`src/hw/aje_regs.svh`:
```
// Register offsets, field positions, reset values and cycle counts.
`ifndef AJE_REGS_SVH
`define AJE_REGS_SVH
// ==========================================
// Register byte offsets.
`define AJE_OFF_CMD   8'h00
`define AJE_OFF_OPA   8'h04
`define AJE_OFF_OPB   8'h08
`define AJE_OFF_WORD  8'h0c
`define AJE_OFF_PTR   8'h10
`define AJE_OFF_TGT   8'h14
`define AJE_OFF_PC    8'h18
`define AJE_OFF_FLAGS 8'h1c
`define AJE_OFF_RES   8'h20
`define AJE_OFF_PROD  8'h24
`define AJE_OFF_STAT  8'h28
// ==========================================
// Flag bit positions.
`define AJE_FL_C 0
`define AJE_FL_Z 1
`define AJE_FL_N 2
`define AJE_FL_V 3
`define AJE_FL_S 4
`define AJE_FL_H 5
// ==========================================
// Reset values.
`define AJE_RST_BYTE  8'h00
`define AJE_RST_WORD  16'h0000
`define AJE_RST_FLAGS 8'h00
// ==========================================
// Execution cycle counts.
`define AJE_CYC_ALU   3'h1
`define AJE_CYC_WORD  3'h2
`define AJE_CYC_MUL   3'h2
`define AJE_CYC_RELATIVE_JUMP_OP  3'h2
`define AJE_CYC_INDIRECT_JUMP_OP  3'h2
`define AJE_CYC_JMP   3'h3
`define AJE_CYC_RELATIVE_SUBROUTINE_INVOKE 3'h4
`define AJE_CYC_INDIRECT_SUBROUTINE_INVOKE 3'h4
`define AJE_CYC_CALL  3'h5
`define AJE_CYC_RET   3'h5
`endif

```
`src/hw/aje_pkg.sv`:
```
// Types shared by the execution datapath.
package aje_pkg;
  typedef enum logic [5:0] {
    AJE_ADD_REGS   = 6'h00, AJE_ADD_CARRY  = 6'h01, AJE_WORD_ADD   = 6'h02,
    AJE_MINUS_REGS = 6'h03, AJE_MINUS_IMM  = 6'h04, AJE_BORROW_REG = 6'h05,
    AJE_BORROW_IMM = 6'h06, AJE_WORD_MINUS = 6'h07, AJE_CONJ_REGS  = 6'h08,
    AJE_CONJ_IMM   = 6'h09, AJE_DISJ_REGS  = 6'h0a, AJE_DISJ_IMM   = 6'h0b,
    AJE_XOR_REGS   = 6'h0c, AJE_INVERT     = 6'h0d, AJE_SIGN_FLIP  = 6'h0e,
    AJE_SET_BITS   = 6'h0f, AJE_CLEAR_BITS = 6'h10, AJE_PLUS_ONE   = 6'h11,
    AJE_MINUS_ONE  = 6'h12, AJE_ZS_TEST    = 6'h13, AJE_ZERO_REG   = 6'h14,
    AJE_FILL_ONES  = 6'h15, AJE_UPROD      = 6'h16, AJE_SPROD      = 6'h17,
    AJE_MPROD      = 6'h18, AJE_FUPROD     = 6'h19, AJE_FSPROD     = 6'h1a,
    AJE_FMPROD     = 6'h1b, AJE_REL_JUMP   = 6'h1c, AJE_IND_JUMP   = 6'h1d,
    AJE_ABS_JUMP   = 6'h1e, AJE_REL_INVOKE = 6'h1f, AJE_IND_INVOKE = 6'h20,
    AJE_ABS_INVOKE = 6'h21, AJE_SUB_EXIT   = 6'h22
  } aje_op_t;
  typedef enum logic [1:0] {
    AJE_IDLE = 2'b01,
    AJE_EXEC = 2'b10
  } aje_state_t;
endpackage

```
`src/hw/aje_exec.sv`:
```
// Execution datapath: byte and word ALU, multiplier and program counter updates.
//
// The register offsets and register access over APB are this design's own decisions.
`timescale 1ns/1ps
`include "aje_regs.svh"
module aje_exec
  import aje_pkg::*;
(
  // Clock and reset.
  input  wire logic        pclk,
  input  wire logic        presetn,
  // APB request.
  input  wire logic        psel,
  input  wire logic        penable,
  input  wire logic        pwrite,
  input  wire logic [7:0]  paddr,
  input  wire logic [31:0] pwdata,
  // APB answer.
  output logic      [31:0] prdata,
  output logic             pready,
  output logic             pslverr
);

  // ==========================================
  // Functions.
  function automatic logic [10:0] aje_add8(input logic [7:0] a, input logic [7:0] b, input logic ci);
    logic [8:0] s;
    s = {1'b0, a} + {1'b0, b} + {8'h00, ci};
    aje_add8 = {(a[3] & b[3]) | (b[3] & ~s[3]) | (~s[3] & a[3]),
                (a[7] & b[7] & ~s[7]) | (~a[7] & ~b[7] & s[7]), s[8], s[7:0]};
  endfunction

  function automatic logic [10:0] aje_sub8(input logic [7:0] a, input logic [7:0] b, input logic ci);
    logic [8:0] s;
    s = {1'b0, a} - {1'b0, b} - {8'h00, ci};
    aje_sub8 = {(~a[3] & b[3]) | (b[3] & s[3]) | (s[3] & ~a[3]),
                (a[7] & ~b[7] & ~s[7]) | (~a[7] & b[7] & s[7]), s[8], s[7:0]};
  endfunction

  // Sets Z, N and V from a byte result; other flags are kept.
  function automatic logic [7:0] aje_znv(input logic [7:0] fl, input logic [7:0] r, input logic v);
    logic [7:0] f;
    f = fl;
    f[`AJE_FL_Z] = (r == 8'h00);
    f[`AJE_FL_N] = r[7];
    f[`AJE_FL_V] = v;
    aje_znv = f;
  endfunction

  // Sets Z, C, N, V and H from an arithmetic result word {h, v, c, r}.
  function automatic logic [7:0] aje_zcnvh(input logic [7:0] fl, input logic [10:0] hvcr);
    logic [7:0] f;
    f = aje_znv(fl, hvcr[7:0], hvcr[9]);
    f[`AJE_FL_C] = hvcr[8];
    f[`AJE_FL_H] = hvcr[10];
    aje_zcnvh = f;
  endfunction

  function automatic logic [2:0] aje_cycles(input aje_op_t o);
    logic [2:0] c;
    c = `AJE_CYC_ALU;
    unique case (o)
      AJE_WORD_ADD, AJE_WORD_MINUS: c = `AJE_CYC_WORD;
      AJE_UPROD, AJE_SPROD, AJE_MPROD, AJE_FUPROD, AJE_FSPROD, AJE_FMPROD: c = `AJE_CYC_MUL;
      AJE_REL_JUMP:   c = `AJE_CYC_RELATIVE_JUMP_OP;
      AJE_IND_JUMP:   c = `AJE_CYC_INDIRECT_JUMP_OP;
      AJE_ABS_JUMP:   c = `AJE_CYC_JMP;
      AJE_REL_INVOKE: c = `AJE_CYC_RELATIVE_SUBROUTINE_INVOKE;
      AJE_IND_INVOKE: c = `AJE_CYC_INDIRECT_SUBROUTINE_INVOKE;
      AJE_ABS_INVOKE: c = `AJE_CYC_CALL;
      AJE_SUB_EXIT:   c = `AJE_CYC_RET;
      default:        c = `AJE_CYC_ALU;
    endcase
    aje_cycles = c;
  endfunction

  // ==========================================
  // State.
  aje_state_t  state;
  aje_op_t     op;
  logic [2:0]  cnt;
  logic [7:0]  opa;
  logic [7:0]  opb;
  logic [15:0] word;
  logic [15:0] ptr;
  logic [15:0] tgt;
  logic [15:0] pc;
  logic [7:0]  flags;
  logic [7:0]  res;
  logic [15:0] prod;
  logic [15:0] stk [0:7];
  logic [2:0]  sp;
  logic [3:0]  depth;

  logic        setup;
  logic        wok;
  logic        busy;
  logic        commit;
  logic        legal;
  logic        mapped;
  logic        rdonly;
  logic [31:0] rdata;

  logic [7:0]  next_res;
  logic [7:0]  next_flags;
  logic [15:0] next_word;
  logic [15:0] next_prod;
  logic [15:0] next_pc;
  logic        push;
  logic        pop;
  logic [15:0] ret_addr;
  logic [10:0] ar;
  logic [10:0] sr;
  logic [7:0]  ab;
  logic        ac;
  logic [7:0]  sa;
  logic [7:0]  sb;
  logic        sc;
  logic [16:0] wsum;
  logic signed [8:0]  ma;
  logic signed [8:0]  mb;
  logic signed [17:0] mfull;
  logic [15:0] mp;

  assign busy   = (state == AJE_EXEC);
  assign commit = busy && (cnt == 3'h1);
  assign setup  = psel && penable && !pready;
  assign wok    = psel && penable && pready && pwrite && !pslverr;

  // ==========================================
  // APB decode and answer.
  always_comb begin
    legal  = (pwdata[5:0] <= AJE_SUB_EXIT);
    mapped = 1'b1;
    rdonly = 1'b0;
    rdata  = 32'h0000_0000;
    unique case (paddr)
      `AJE_OFF_CMD:   rdata = {26'h000_0000, op};
      `AJE_OFF_OPA:   rdata = {24'h00_0000, opa};
      `AJE_OFF_OPB:   rdata = {24'h00_0000, opb};
      `AJE_OFF_WORD:  rdata = {16'h0000, word};
      `AJE_OFF_PTR:   rdata = {16'h0000, ptr};
      `AJE_OFF_TGT:   rdata = {16'h0000, tgt};
      `AJE_OFF_PC:    rdata = {16'h0000, pc};
      `AJE_OFF_FLAGS: rdata = {24'h00_0000, flags};
      `AJE_OFF_RES: begin
        rdata  = {24'h00_0000, res};
        rdonly = 1'b1;
      end
      `AJE_OFF_PROD: begin
        rdata  = {16'h0000, prod};
        rdonly = 1'b1;
      end
      `AJE_OFF_STAT: begin
        rdata  = {24'h00_0000, depth, cnt, busy};
        rdonly = 1'b1;
      end
      default: mapped = 1'b0;
    endcase
  end

  always_ff @(posedge pclk or negedge presetn) begin
    if (!presetn) begin
      pready  <= 1'b0;
      pslverr <= 1'b0;
      prdata  <= 32'h0000_0000;
    end else begin
      pready  <= setup;
      pslverr <= setup && (!mapped || (pwrite && (busy || rdonly ||
                 (paddr == `AJE_OFF_CMD && !legal))));
      prdata  <= (setup && !pwrite) ? rdata : 32'h0000_0000;
    end
  end

  // ==========================================
  // Sequencer.
  always_ff @(posedge pclk or negedge presetn) begin
    if (!presetn) begin
      state <= AJE_IDLE;
      cnt   <= 3'h0;
      op    <= AJE_ADD_REGS;
    end else begin
      unique case (state)
        AJE_IDLE: begin
          if (wok && paddr == `AJE_OFF_CMD) begin
            op    <= aje_op_t'(pwdata[5:0]);
            cnt   <= aje_cycles(aje_op_t'(pwdata[5:0]));
            state <= AJE_EXEC;
          end
        end
        AJE_EXEC: begin
          cnt <= cnt - 3'h1;
          if (commit) begin
            state <= AJE_IDLE;
          end
        end
      endcase
    end
  end

  // ==========================================
  // Datapath.
  always_comb begin
    ab = (op == AJE_PLUS_ONE) ? 8'h01 : opb;
    ac = (op == AJE_ADD_CARRY) && flags[`AJE_FL_C];
    sa = (op == AJE_SIGN_FLIP) ? 8'h00 : opa;
    sb = (op == AJE_SIGN_FLIP) ? opa : ((op == AJE_MINUS_ONE) ? 8'h01 : opb);
    sc = (op == AJE_BORROW_REG || op == AJE_BORROW_IMM) && flags[`AJE_FL_C];
    ar = aje_add8(opa, ab, ac);
    sr = aje_sub8(sa, sb, sc);
    ma = (op == AJE_SPROD || op == AJE_MPROD || op == AJE_FSPROD || op == AJE_FMPROD) ?
         {opa[7], opa} : {1'b0, opa};
    mb = (op == AJE_SPROD || op == AJE_FSPROD) ? {opb[7], opb} : {1'b0, opb};
    mfull = ma * mb;
    mp = mfull[15:0];
    wsum = (op == AJE_WORD_MINUS) ? ({1'b0, word} - {9'h000, opb}) : ({1'b0, word} + {9'h000, opb});
    next_res   = opa;
    next_flags = flags;
    next_word  = word;
    next_prod  = prod;
    next_pc    = pc;
    push       = 1'b0;
    pop        = 1'b0;
    ret_addr   = pc + 16'h0001;
    unique case (op)
      AJE_ADD_REGS, AJE_ADD_CARRY, AJE_PLUS_ONE: begin
        next_res   = ar[7:0];
        next_flags = (op == AJE_PLUS_ONE) ? aje_znv(flags, ar[7:0], ar[9]) : aje_zcnvh(flags, ar);
      end
      AJE_MINUS_REGS, AJE_MINUS_IMM, AJE_BORROW_REG, AJE_BORROW_IMM, AJE_SIGN_FLIP, AJE_MINUS_ONE: begin
        next_res   = sr[7:0];
        next_flags = aje_zcnvh(flags, sr);
        if (sc || op == AJE_BORROW_REG || op == AJE_BORROW_IMM) begin
          next_flags[`AJE_FL_Z] = (sr[7:0] == 8'h00) && flags[`AJE_FL_Z];
        end
        if (op == AJE_SIGN_FLIP) begin
          next_flags[`AJE_FL_H] = sr[3] | opa[3];
        end
        if (op == AJE_MINUS_ONE) begin
          next_flags = aje_znv(flags, sr[7:0], sr[9]);
        end
      end
      AJE_WORD_ADD, AJE_WORD_MINUS: begin
        next_word = wsum[15:0];
        next_flags[`AJE_FL_Z] = (wsum[15:0] == 16'h0000);
        next_flags[`AJE_FL_N] = wsum[15];
        next_flags[`AJE_FL_C] = wsum[16];
        next_flags[`AJE_FL_V] = (op == AJE_WORD_MINUS) ? (word[15] & ~wsum[15]) : (~word[15] & wsum[15]);
        next_flags[`AJE_FL_S] = wsum[15] ^ next_flags[`AJE_FL_V];
      end
      AJE_CONJ_REGS, AJE_CONJ_IMM: begin
        next_res   = opa & opb;
        next_flags = aje_znv(flags, opa & opb, 1'b0);
      end
      AJE_DISJ_REGS, AJE_DISJ_IMM, AJE_SET_BITS: begin
        next_res   = opa | opb;
        next_flags = aje_znv(flags, opa | opb, 1'b0);
      end
      AJE_XOR_REGS: begin
        next_res   = opa ^ opb;
        next_flags = aje_znv(flags, opa ^ opb, 1'b0);
      end
      AJE_INVERT: begin
        next_res   = 8'hff - opa;
        next_flags = aje_znv(flags, 8'hff - opa, 1'b0);
        next_flags[`AJE_FL_C] = 1'b1;
      end
      AJE_CLEAR_BITS: begin
        next_res   = opa & (8'hff - opb);
        next_flags = aje_znv(flags, opa & (8'hff - opb), 1'b0);
      end
      AJE_ZS_TEST: begin
        next_res   = opa & opa;
        next_flags = aje_znv(flags, opa & opa, 1'b0);
      end
      AJE_ZERO_REG: begin
        next_res   = opa ^ opa;
        next_flags = aje_znv(flags, opa ^ opa, 1'b0);
      end
      AJE_FILL_ONES: begin
        next_res = 8'hff;
      end
      AJE_UPROD, AJE_SPROD, AJE_MPROD: begin
        next_prod = mp;
        next_flags[`AJE_FL_C] = mp[15];
        next_flags[`AJE_FL_Z] = (mp == 16'h0000);
      end
      AJE_FUPROD, AJE_FSPROD, AJE_FMPROD: begin
        next_prod = {mp[14:0], 1'b0};
        next_flags[`AJE_FL_C] = mp[15];
        next_flags[`AJE_FL_Z] = (mp[14:0] == 15'h0000);
      end
      AJE_REL_JUMP: begin
        next_pc = pc + tgt + 16'h0001;
      end
      AJE_IND_JUMP: begin
        next_pc = ptr;
      end
      AJE_ABS_JUMP: begin
        next_pc = tgt;
      end
      AJE_REL_INVOKE: begin
        next_pc = pc + tgt + 16'h0001;
        push    = 1'b1;
      end
      AJE_IND_INVOKE: begin
        next_pc = ptr;
        push    = 1'b1;
      end
      AJE_ABS_INVOKE: begin
        next_pc  = tgt;
        push     = 1'b1;
        ret_addr = pc + 16'h0002;
      end
      AJE_SUB_EXIT: begin
        next_pc = stk[sp - 3'h1];
        pop     = 1'b1;
      end
    endcase
  end

  // ==========================================
  // Operand and pointer registers.
  always_ff @(posedge pclk or negedge presetn) begin
    if (!presetn) begin
      opa <= `AJE_RST_BYTE;
      opb <= `AJE_RST_BYTE;
      ptr <= `AJE_RST_WORD;
      tgt <= `AJE_RST_WORD;
    end else begin
      if (commit) begin
        opa <= next_res;
      end else if (wok && paddr == `AJE_OFF_OPA) begin
        opa <= pwdata[7:0];
      end
      if (wok && paddr == `AJE_OFF_OPB) begin
        opb <= pwdata[7:0];
      end
      if (wok && paddr == `AJE_OFF_PTR) begin
        ptr <= pwdata[15:0];
      end
      if (wok && paddr == `AJE_OFF_TGT) begin
        tgt <= pwdata[15:0];
      end
    end
  end

  // ==========================================
  // Results and flags.
  always_ff @(posedge pclk or negedge presetn) begin
    if (!presetn) begin
      res   <= `AJE_RST_BYTE;
      prod  <= `AJE_RST_WORD;
      word  <= `AJE_RST_WORD;
      flags <= `AJE_RST_FLAGS;
    end else if (commit) begin
      res   <= next_res;
      prod  <= next_prod;
      word  <= next_word;
      flags <= next_flags;
    end else begin
      if (wok && paddr == `AJE_OFF_WORD) begin
        word <= pwdata[15:0];
      end
      if (wok && paddr == `AJE_OFF_FLAGS) begin
        flags <= pwdata[7:0];
      end
    end
  end

  // ==========================================
  // Program counter and return stack.
  always_ff @(posedge pclk or negedge presetn) begin
    if (!presetn) begin
      pc    <= `AJE_RST_WORD;
      sp    <= 3'h0;
      depth <= 4'h0;
    end else if (commit) begin
      pc <= next_pc;
      if (push) begin
        sp    <= sp + 3'h1;
        depth <= (depth == 4'h8) ? depth : depth + 4'h1;
      end else if (pop) begin
        sp    <= sp - 3'h1;
        depth <= (depth == 4'h0) ? depth : depth - 4'h1;
      end
    end else if (wok && paddr == `AJE_OFF_PC) begin
      pc <= pwdata[15:0];
    end
  end

  always_ff @(posedge pclk) begin
    if (commit && push) begin
      stk[sp] <= ret_addr;
    end
  end

endmodule

```
`config.mk`:
```
export PLATFORM = sky130hd
export DESIGN_NAME = aje_exec
export DESIGN_NICKNAME = d
export VERILOG_FILES = /design/src/hw/aje_pkg.sv /design/src/hw/aje_exec.sv
export VERILOG_INCLUDE_DIRS = /design/src /design/src/hw
export SDC_FILE = /design/constraint.sdc
export NUM_CORES = 1
export LEC_CHECK = 0
export ABC_AREA = 1
export BUFFER_PORTS_ARGS = -buffer_cell sky130_fd_sc_hd__buf_4
export CELL_PAD_IN_SITES_DETAIL_PLACEMENT = 1
export CELL_PAD_IN_SITES_GLOBAL_PLACEMENT = 1
export CORE_AREA = 2 2 239 300
export DETAILED_ROUTE_END_ITERATION = 16
export DIE_AREA = 0 0 241 302
export GPL_ROUTABILITY_DRIVEN = 0
export PLACE_DENSITY_LB_ADDON = 0.1
export SLEW_MARGIN = 20
export SYNTH_ARGS = -nofsm -noshare
export SYNTH_HDL_FRONTEND = slang
export SYNTH_SLANG_ARGS = --single-unit
```
`constraint.sdc`:
```
create_clock -name pclk -period 7.05 [get_ports pclk]
set_input_delay 1.41 -clock pclk [delete_from_list [all_inputs] [get_ports pclk]]
set_output_delay 1.41 -clock pclk [all_outputs]
set_load 0.005 [all_outputs]
```
==> results of run 1 <==
[power by group through the flow]
stage	Sequential (mW)	Clock (mW)	Combinational (mW)
floorplan	2.07	0	1.11
global placement	2.13	0	1.72
detailed placement	2.13	0	1.76
CTS	2.10	1.65	1.77
global route	2.12	1.70	1.97
finish	2.10	1.61	1.77
[flip-flops by register name (all words and copies together) (netlist names), 6 cells and up]
register  count
stk         128
flags         8
prdata       16
opb           8
tgt          16
pc           16
word         16
prod         16
ptr          16
res           8
opa           8
op            6
[placed cells by master, fill, tap and decap left out, types with 30 or more instances in the layout]
master	Yosys	final
a21oi_1	102	102
a31oi_1	43	43
buf_4	20	93
clkbuf_16	0	31
dfrtp_1	147	146
edfxtp_1	128	128
fa_1	71	71
ha_1	120	120
inv_1	385	383
nand2_1	494	494
nand3_1	110	110
nand4_1	38	38
nor2_1	234	234
o21ai_0	190	190
o221ai_1	30	30
o22ai_1	41	41
xor2_1	34	34
[area by class of cell]
cell class / count / share of cell area [%]
multi-input cells: 1739 / 47.3
inverters: 400 / 6.65
flip-flops and latches: 276 / 33.4
clock buffers: 37 / 3.61
repair buffers: 94 / 3.13
well taps: 943 / 5.21
clock inverters: 20 / 0.691
[tightest hold or removal path, cell delays in order, from the launching register on]
cell     delay, ns
dfrtp_1       0.35
nand2_1       0.05
o21ai_0       0.06
[worst max path at each step]
| stage | end | slack, ns |
|---|---|---|
| 2_1_floorplan | flags[1] | 1.64 |
| 5_1_grt | flags[1] | 0.22 |
| 3_3_place_gp | flags[1] | 0.68 |
| 4_1_cts | flags[1] | 0.61 |
| 3_5_place_dp | flags[1] | 0.63 |
| 6_report | flags[1] | 0.63 |
[routing by layer]
layer,global-route usage (%),wire (um),vias up
li1,-,-,8403
met1,27.1,33700,9025
met2,41.6,41700,317
met3,1.75,2110,115
met4,7.94,2980,2
met5,0,13,-
[kinds of logic after synthesis]
kind of cell    share of synthesized area (%)
buf+inv                                  9.80
fa+ha+maj                                14.5
compound gates                           15.2
other cells                            0.0186
simple gates                             20.6
flops                                    37.5
xor+xnor                                 2.31
[through the flow]
stage	instances	total power [mW]	instance area, um^2	util [%]	setup slack [ns]
6_report	3509	5.48	22600	32.3	0.631
3_3_place_gp	3452	3.85	21700	30.9	0.685
5_1_grt	3509	5.79	22600	32.3	0.223
2_1_floorplan	2513	3.18	20200	-	1.64
3_5_place_dp	3452	3.89	21700	30.9	0.628
4_1_cts	3509	5.52	22600	32.3	0.608
==> metrics.txt, run 1 <==
status=finished clean; Main synth FF type=dfrtp_1; DRT Pass-1 Iters=6; # setup viols final=0; CTS tree=built; Crit path largest cell delay=around 0.54 ns; worst-path maximum fanout=5; r2r setup slk=0.63 ns; Longest Clk Path Bufs=3; CP top delay family=adder cells; vias in the first global route=between 15k and 20k; Num CTS Buffers=31; post-route ant nets=0; Die W=between 200 and 250 um; Worst Setup SP=op[3]; via-per-instance ratio=5.09; Clock Skews=0.0151 ns; Post-synth top cells=nand2_1 (494), inv_1 (385), nor2_1 (234); startpoint class of the critical path=flop; hold slack=between 0.4 and 0.5 ns; DR DRC count=0; top-count cell post-synth=nand2_1; internal power=3.33 mW; clock sink count=~280; CTS resizes=0; Synth area leader=edfxtp_1; final net count=about 2.8k; area of the core=about 70000 um^2; Slew Limit Fails=0; Critical Path RT=7.56 ns; die area=72800 um^2; CP Buf/Inv Count=6; initial drt markers=1089; Reg2Reg Depth=29; Post-Syn Instances=~2.5k; Net Sw Frac=between 30% and 40%; synth warn=0; H-tree Lvls=1; grt total ovfl=0; fin crit share=roughly 91%; top cells by area, synth=edfxtp_1 (19%), dfrtp_1 (18%), nand2_1 (9.2%); clk slew on worst S/H paths=0.06 ns; initial antenna violation count=1; maximum vdd drop=about 0.19 mV; hold path cells=2; Avg Cell Area, Syn=between 8 and 9 um^2; # IOs=a little under 80; PD cells=~240 nW/um^2; first-pass GRT wire length=approximately 120000 um; Post-synth EDFFs=128; Yosys top cell area share=about a fifth; Clk network pwr share=29.4%; die height=roughly 300 um; register area=7550 um^2; critical path depth=29; slowest CP cell=fa_1; Hold EP=flags[6]; Worst Max-Slew Pin Slew=approximately 1.1 ns; DR WL/cell=22.9 um; worst r2r dst=flags[1]; max_cap viols=0; Root Buffer=clkbuf_16; Comb power frac=32.3%; Rows=about 110; Min-Delay Startpoint=flags[6]; fmax=~160 MHz; worst hold path class=flop to flop; Post-Syn Area=20100 um^2; synthesis-to-finish area growth=12.5%; hold_buf cts=0; input/output buffers=46; routed via count=between 15k and 20k; worst rel slew slack=roughly 29%; Sw Pwr=between 2 and 2.5 mW; Starting Density=28.7%; footprint of the multi-input gates=between 10000 and 15000 um^2; sequential share of the synthesized area=a little under two fifths; clk_lat worst skew=approximately 0.58 ns; Arrival @ worst endpoint=approximately 6.9 ns; WS Path Type=flop to flop; setup TNS=0 ns; buffer count from post-CTS setup fixing=0; R2R Path Start=op[3]; #FFs+latches synth=between 200 and 300; largest net degree at the start of global routing=67; Crit. End Element=flop; Global Route Usage Sum=between 20% and 30%; Synth cell types=60; filler instances=roughly 8.5k; Pleak=10.3 nW; Final min period=approximately 6.4 ns; dpl hpwl=between 60000 and 70000 um; most frequent cell on the critical path=nand2_1; sequential share of power=between 30% and 40%; final WL=80500 um; layout cells sized above 1=under 10%; Post-synth ARST share=a little over half; diodes inserted=0; final hold vios=0; unrepaired setup endpoints after global routing=false
Power figures use the tool's default switching activity.
==> run 2, diff against run 1 <==
Settings changed: CELL_PAD_IN_SITES_DETAIL_PLACEMENT 1 to default, CELL_PAD_IN_SITES_GLOBAL_PLACEMENT 1 to default, PLACE_DENSITY_LB_ADDON 0.1 to default.
==> run 2 against run 1 <==
- combinational power down 7%
- sequential share of layout area increased by 0.26 points
- cell area is 0.77% lower
- wire length is 20% lower
- global-route usage decreased by 4.8 points
- sequential cell count is the same
- first-iteration DRC count grew 33%
- critical endpoint unchanged
==> metrics.txt, run 2 (same netlist as run 1, synthesis figures left out) <==
Global Route Usage Sum=17.7% (-4.8 points); CTS resizes=0 (unchanged); PD cells=229 nW/um^2 (-5.3%); DRT Pass-1 Iters=6 (unchanged); diodes inserted=0 (unchanged); setup TNS=0 ns (unchanged); Root Buffer=clkbuf_16; commonest non-fill, non-tap cell in the layout=nand2_1; Top reg by flops=stk; Starting Density=28.7% (unchanged); startpoint class of the critical path=flop; routed via count=17.6k (-1.4%); Longest Clk Path Bufs=3 (unchanged); worst rel slew slack=33.6% (+4.7 points); H-tree Lvls=1 (unchanged); first-pass GRT wire length=99200 um (-18%); fin crit share=87.2% (-3.8 points); initial drt markers=1450 (+33%); vias in the first global route=17.3k (-9.4%); clk_lat worst skew=0.58 ns (about the same); max FFs per register=128 (unchanged); buffer count from post-CTS setup fixing=0 (unchanged); slowest CP cell=fa_1; initial antenna violation count=0 (-1); commonest non-fill, non-tap cells in the layout=nand2_1 (494), inv_1 (383), nor2_1 (234), o21ai_0 (190), dfrtp_1 (146); Clock Skews=0.0353 ns (+0.0201 ns); Worst Max-Slew Pin Slew=0.994 ns (-0.0699 ns); CTS tree=built; clk slew on worst S/H paths=0.07 ns (about the same); Crit path largest cell delay=0.54 ns (about the same); fmax=163 MHz (+4.4%); status=finished clean; unrepaired setup endpoints after global routing=false; dpl hpwl=48800 um (-22%); die height=302 um (unchanged); die area=72800 um^2 (unchanged); grt total ovfl=0 (unchanged); Final Util=32.0% (-0.25 points); # setup viols final=0 (unchanged); final hold vios=0 (unchanged); area of the core=70100 um^2 (unchanged); Die W=241 um (unchanged); DR DRC count=0 (unchanged); maximum vdd drop=0.173 mV (-8.1%); clock sink count=276 (unchanged); Place WS=0.925 ns (+0.297 ns); max_cap viols=0 (unchanged); Arrival @ worst endpoint=6.64 ns (-0.29 ns); Num CTS Buffers=27 (-13%); Crit. End Element=flop; worst-path maximum fanout=5 (unchanged); DR WL/cell=18.4 um (-20%); WS Path Type=flop to flop; post-route setup slack=0.900 ns (+0.269 ns); worst hold path class=flop to flop; hold slack=0.494 ns (-0.00538 ns); final net count=2768 (-0.36%); Slew Limit Fails=0 (unchanged); Critical Path RT=7.54 ns (-0.02 ns); largest net degree at the start of global routing=79 (+18%); input/output buffers=46 (unchanged); layout cells sized above 1=7.44% (-0.47 points); hold_buf cts=0 (unchanged); # IOs=79 (unchanged); via-per-instance ratio=5.04 (-1.1%); post-route ant nets=0 (unchanged); Rows=109 (unchanged); Final min period=6.15 ns (-0.269 ns); final WL=64200 um (-20%); synthesis-to-finish area growth=11.6%; most frequent cell on the critical path=nand2_1; Pleak=10.2 nW (-1.1%)
run 2: layout make-up:
type | count | area [um^2]
clock inverters | 18 | 146
repair buffers | 88 | 668
well taps | 943 | 1180
multi-input cells | 1739 | 10700
flip-flops and latches | 276 | 7550
fillers | 7545 | 47600
clock buffers | 32 | 694
inverters | 400 | 1510
run 2: stage by stage:
step	instance area, um^2	total power [mW]	instances
final	22500	5.15	3496
after global routing	22500	5.43	3496
after CTS	22500	5.14	3495
after detailed placement	21600	3.73	3445
after global placement	21600	3.70	3445
after floorplan	20200	3.18	2513
run 2: final timing paths:
check / start / to / slack [ns] / depth (start not counted)
hold reg to reg: pready / pready / 0.49 / 1
min in group asynchronous: presetn / prdata[2] / 0.87 / 1
setup / recovery: op[3] / flags[1] / 0.90 / 28
max in group asynchronous: presetn / tgt[3] / 4.70 / 2
hold / removal: pready / pready / 0.49 / 1
setup reg to reg: op[3] / flags[1] / 0.90 / 28
run 2: where the power goes:
| group | internal [mW] | total, mW | switching (mW) |
|---|---|---|---|
| Combinational | 0.491 | 1.65 | 1.16 |
| Sequential | 1.94 | 2.09 | 0.151 |
| Clock | 0.751 | 1.41 | 0.663 |
| Total | 3.18 | 5.15 | 1.97 |
run 2: metal layers:
| layer | global-route usage [%] | wire, um | up-vias |
|---|---|---|---|
| li1 | - | - | 8414 |
| met1 | 20.4 | 24800 | 8373 |
| met2 | 32.3 | 32500 | 633 |
| met3 | 1.98 | 3610 | 185 |
| met4 | 8.52 | 3320 | 0 |
| met5 | 0 | 0 | - |
run 2: worst max-delay path, delay by kind of cell, from the launching register on:
family          cells  cell delay [ns]
fa+ha+maj           6             2.91
simple gates       14             1.71
flops               1             0.45
compound gates      2             0.37
buf+inv             5             0.36
xor+xnor            1             0.28
==> run 3, diff against run 2 <==
Settings changed: ABC_AREA 1 to default, CORE_AREA 2 2 239 300 to 2 2 236 296, DIE_AREA 0 0 241 302 to 0 0 238 298.
==> run 3 against run 2 <==
- fmax down 7.6%
- non-clock buffer count is 15 higher
- sequential cell count is the same
- critical path type unchanged
- largest cell class unchanged
- clock-buffer cell count increased by 1
- die area is 2.6% lower
- global-route usage decreased by 0.13 points
==> metrics.txt, run 3 <==
grt total ovfl=0 (unchanged); die area=70900 um^2 (-2.6%); synth warn=0 (unchanged); commonest non-fill, non-tap cell in the layout=nand2_1; final net count=2192 (-21%); Worst Setup SP=op[2]; worst rel slew slack=31.2% (-2.4 points); Avg Cell Area, Syn=10.2 um^2 (+26%); top sig layer=met4; hold_buf cts=0 (unchanged); Num CTS Buffers=29 (+7.4%); clk_lat worst skew=0.59 ns (about the same); Slew Limit Fails=0 (unchanged); commonest non-fill, non-tap cells in the layout=nand2_1 (205), nor2_1 (154), dfrtp_1 (146), inv_1 (129), edfxtp_1 (128); Starting Density=28.7% (about the same); top cells by area, synth=edfxtp_1 (20%), dfrtp_1 (19%), ha_1 (7.7%); post-layout instance count excluding filler cells=2851 (-18%); DR DRC count=0 (unchanged); post-route ant nets=0 (unchanged); Post-synth ARST share=53.6% (unchanged); DR WL/cell=21.9 um (+19%); initial drt markers=1859 (+28%); Longest Clk Path Bufs=3 (unchanged); largest net degree at the start of global routing=99 (+25%); input/output buffers=46 (unchanged); area of the core=68000 um^2 (-3.0%); routed via count=15.9k (-9.9%); die height=298 um (-1.3%); Synth area leader=edfxtp_1; status=finished clean; Crit. End Element=flop; max_cap viols=0 (unchanged); Final min period=6.65 ns (+0.503 ns); buffer count from post-CTS setup fixing=0 (unchanged); dpl cells=2797 (-19%); vias in the first global route=16.1k (-7.2%); final WL=62400 um (-2.8%); Arrival @ worst endpoint=7.12 ns (+0.48 ns); WS Path Type=flop to flop; max FFs per register=128 (unchanged); dpl hpwl=46400 um (-4.9%); Die W=238 um (-1.2%); sequential share of the synthesized area=38.6% (+1.1 points); clk slew on worst S/H paths=0.07 ns (about the same); fin crit share=94.4% (+7.1 points); setup TNS=0 ns (unchanged); Root Buffer=clkbuf_16; H-tree Lvls=1 (unchanged); Clock Skews=0.0188 ns (-0.0165 ns); first-pass GRT wire length=96700 um (-2.6%); Yosys top cell area share=19.7% (+0.58 points); Met1 Wirelength=23100 um (-6.9%); Critical Path RT=7.52 ns (-0.02 ns); Worst Max-Slew Pin Slew=1.02 ns (+0.0285 ns); worst hold path class=flop to flop; R2R Path Start=op[2]; final hold vios=0 (unchanged); met3 WL=4160 um (+15%); Top reg by flops=stk; startpoint class of the critical path=flop; Global Route Usage Sum=17.6% (-0.13 points); top-count cell post-synth=nand2_1; fmax=150 MHz (-7.6%); layout cells sized above 1=13.2% (+5.8 points); unrepaired setup endpoints after global routing=false; Final Util=32.2% (+0.19 points); Post-Syn Area=19500 um^2 (-2.9%); # setup viols final=0 (unchanged); Rows=107 (-1.8%); Post-synth top cells=nand2_1 (205), nor2_1 (154), dfrtp_1 (147); Synth cell types=101 (+68%); Post-synth EDFFs=128 (unchanged); clock sink count=276 (unchanged); worst-path maximum fanout=8 (+3); DRT Pass-1 Iters=9 (+3); Min-Delay Startpoint=res[6]; met2 WL=30900 um (-4.9%); initial antenna violation count=2 (+2); #FFs+latches synth=276 (unchanged); via-per-instance ratio=5.57 (+11%); synthesis-to-finish area growth=12.2%; Post-Syn Instances=1921 (-23%); CTS resizes=0 (unchanged); CTS tree=built; Main synth FF type=dfrtp_1; # IOs=79 (unchanged)
-- run 3: kinds of logic (layout without fill, tap and decap cells) --
| logic type | count (synthesis) | in the layout | share of synthesized area, % |
|---|---|---|---|
| other cells | 1 | 17 | 0.0192 |
| flops | 276 | 276 | 38.6 |
| xor+xnor | 73 | 73 | 3.38 |
| buf+inv | 250 | 292 | 5.32 |
| simple gates | 561 | 561 | 13.5 |
| compound gates | 471 | 471 | 16.8 |
| mux | 97 | 97 | 7.30 |
| fa+ha+maj | 192 | 192 | 15.0 |
-- run 3: worst paths after layout --
kind	to	slack, ns	cells past startpoint
hold reg to reg	res[6]	0.48	2
max in group asynchronous	sp[0]	4.72	2
setup reg to reg	flags[0]	0.40	20
setup / recovery	flags[0]	0.40	20
hold / removal	res[6]	0.48	2
min in group asynchronous	prdata[14]	0.92	1
-- run 3: area by class of cell --
class | count | area [um^2]
Timing Repair Buffer | 103 | 777
Fill cell | 6819 | 46100
Clock inverter | 20 | 204
Clock buffer | 33 | 741
Sequential cell | 276 | 7550
Antenna cell | 1 | 2.50
Inverter | 136 | 510
Tap cell | 872 | 1090
Multi-Input combinational cell | 1410 | 11000
-- run 3: worst max-delay path: stages, from the launching register on --
cell and delay, ns:
dfrtp_1 0.47, or3b_1 0.47, a311oi_4 0.35, nand2_1 0.28
fa_1 0.54, fa_1 0.52, inv_1 0.05, fa_1 0.47
fa_1 0.55, inv_1 0.06, fa_1 0.53, inv_1 0.05
ha_1 0.33, and3_1 0.18, a221oi_1 0.39, a21oi_1 0.17
a31oi_1 0.31, xor2_2 0.27, inv_1 0.14, a221oi_2 0.29
o21ai_1 0.10
-- run 3: through the flow --
step	setup slack [ns]	cell area [um^2]	hold slack, ns
finish	0.397	21900	0.481
CTS	0.428	21900	0.480
global placement	0.542	21000	0.461
global route	0.0551	21900	0.496
detailed placement	0.452	21000	0.465
floorplan	0.959	19600	0.439
-- run 3: per-layer routing --
metal	up-vias	track usage, %
met5	-	0
met4	0	10.3
met3	226	2.47
met2	763	30.7
met1	7816	20.4
li1	7063	-
Power of run 3 is not shown: default switching activity piles up to over one toggle a cycle in this logic, so the estimate is an artifact.
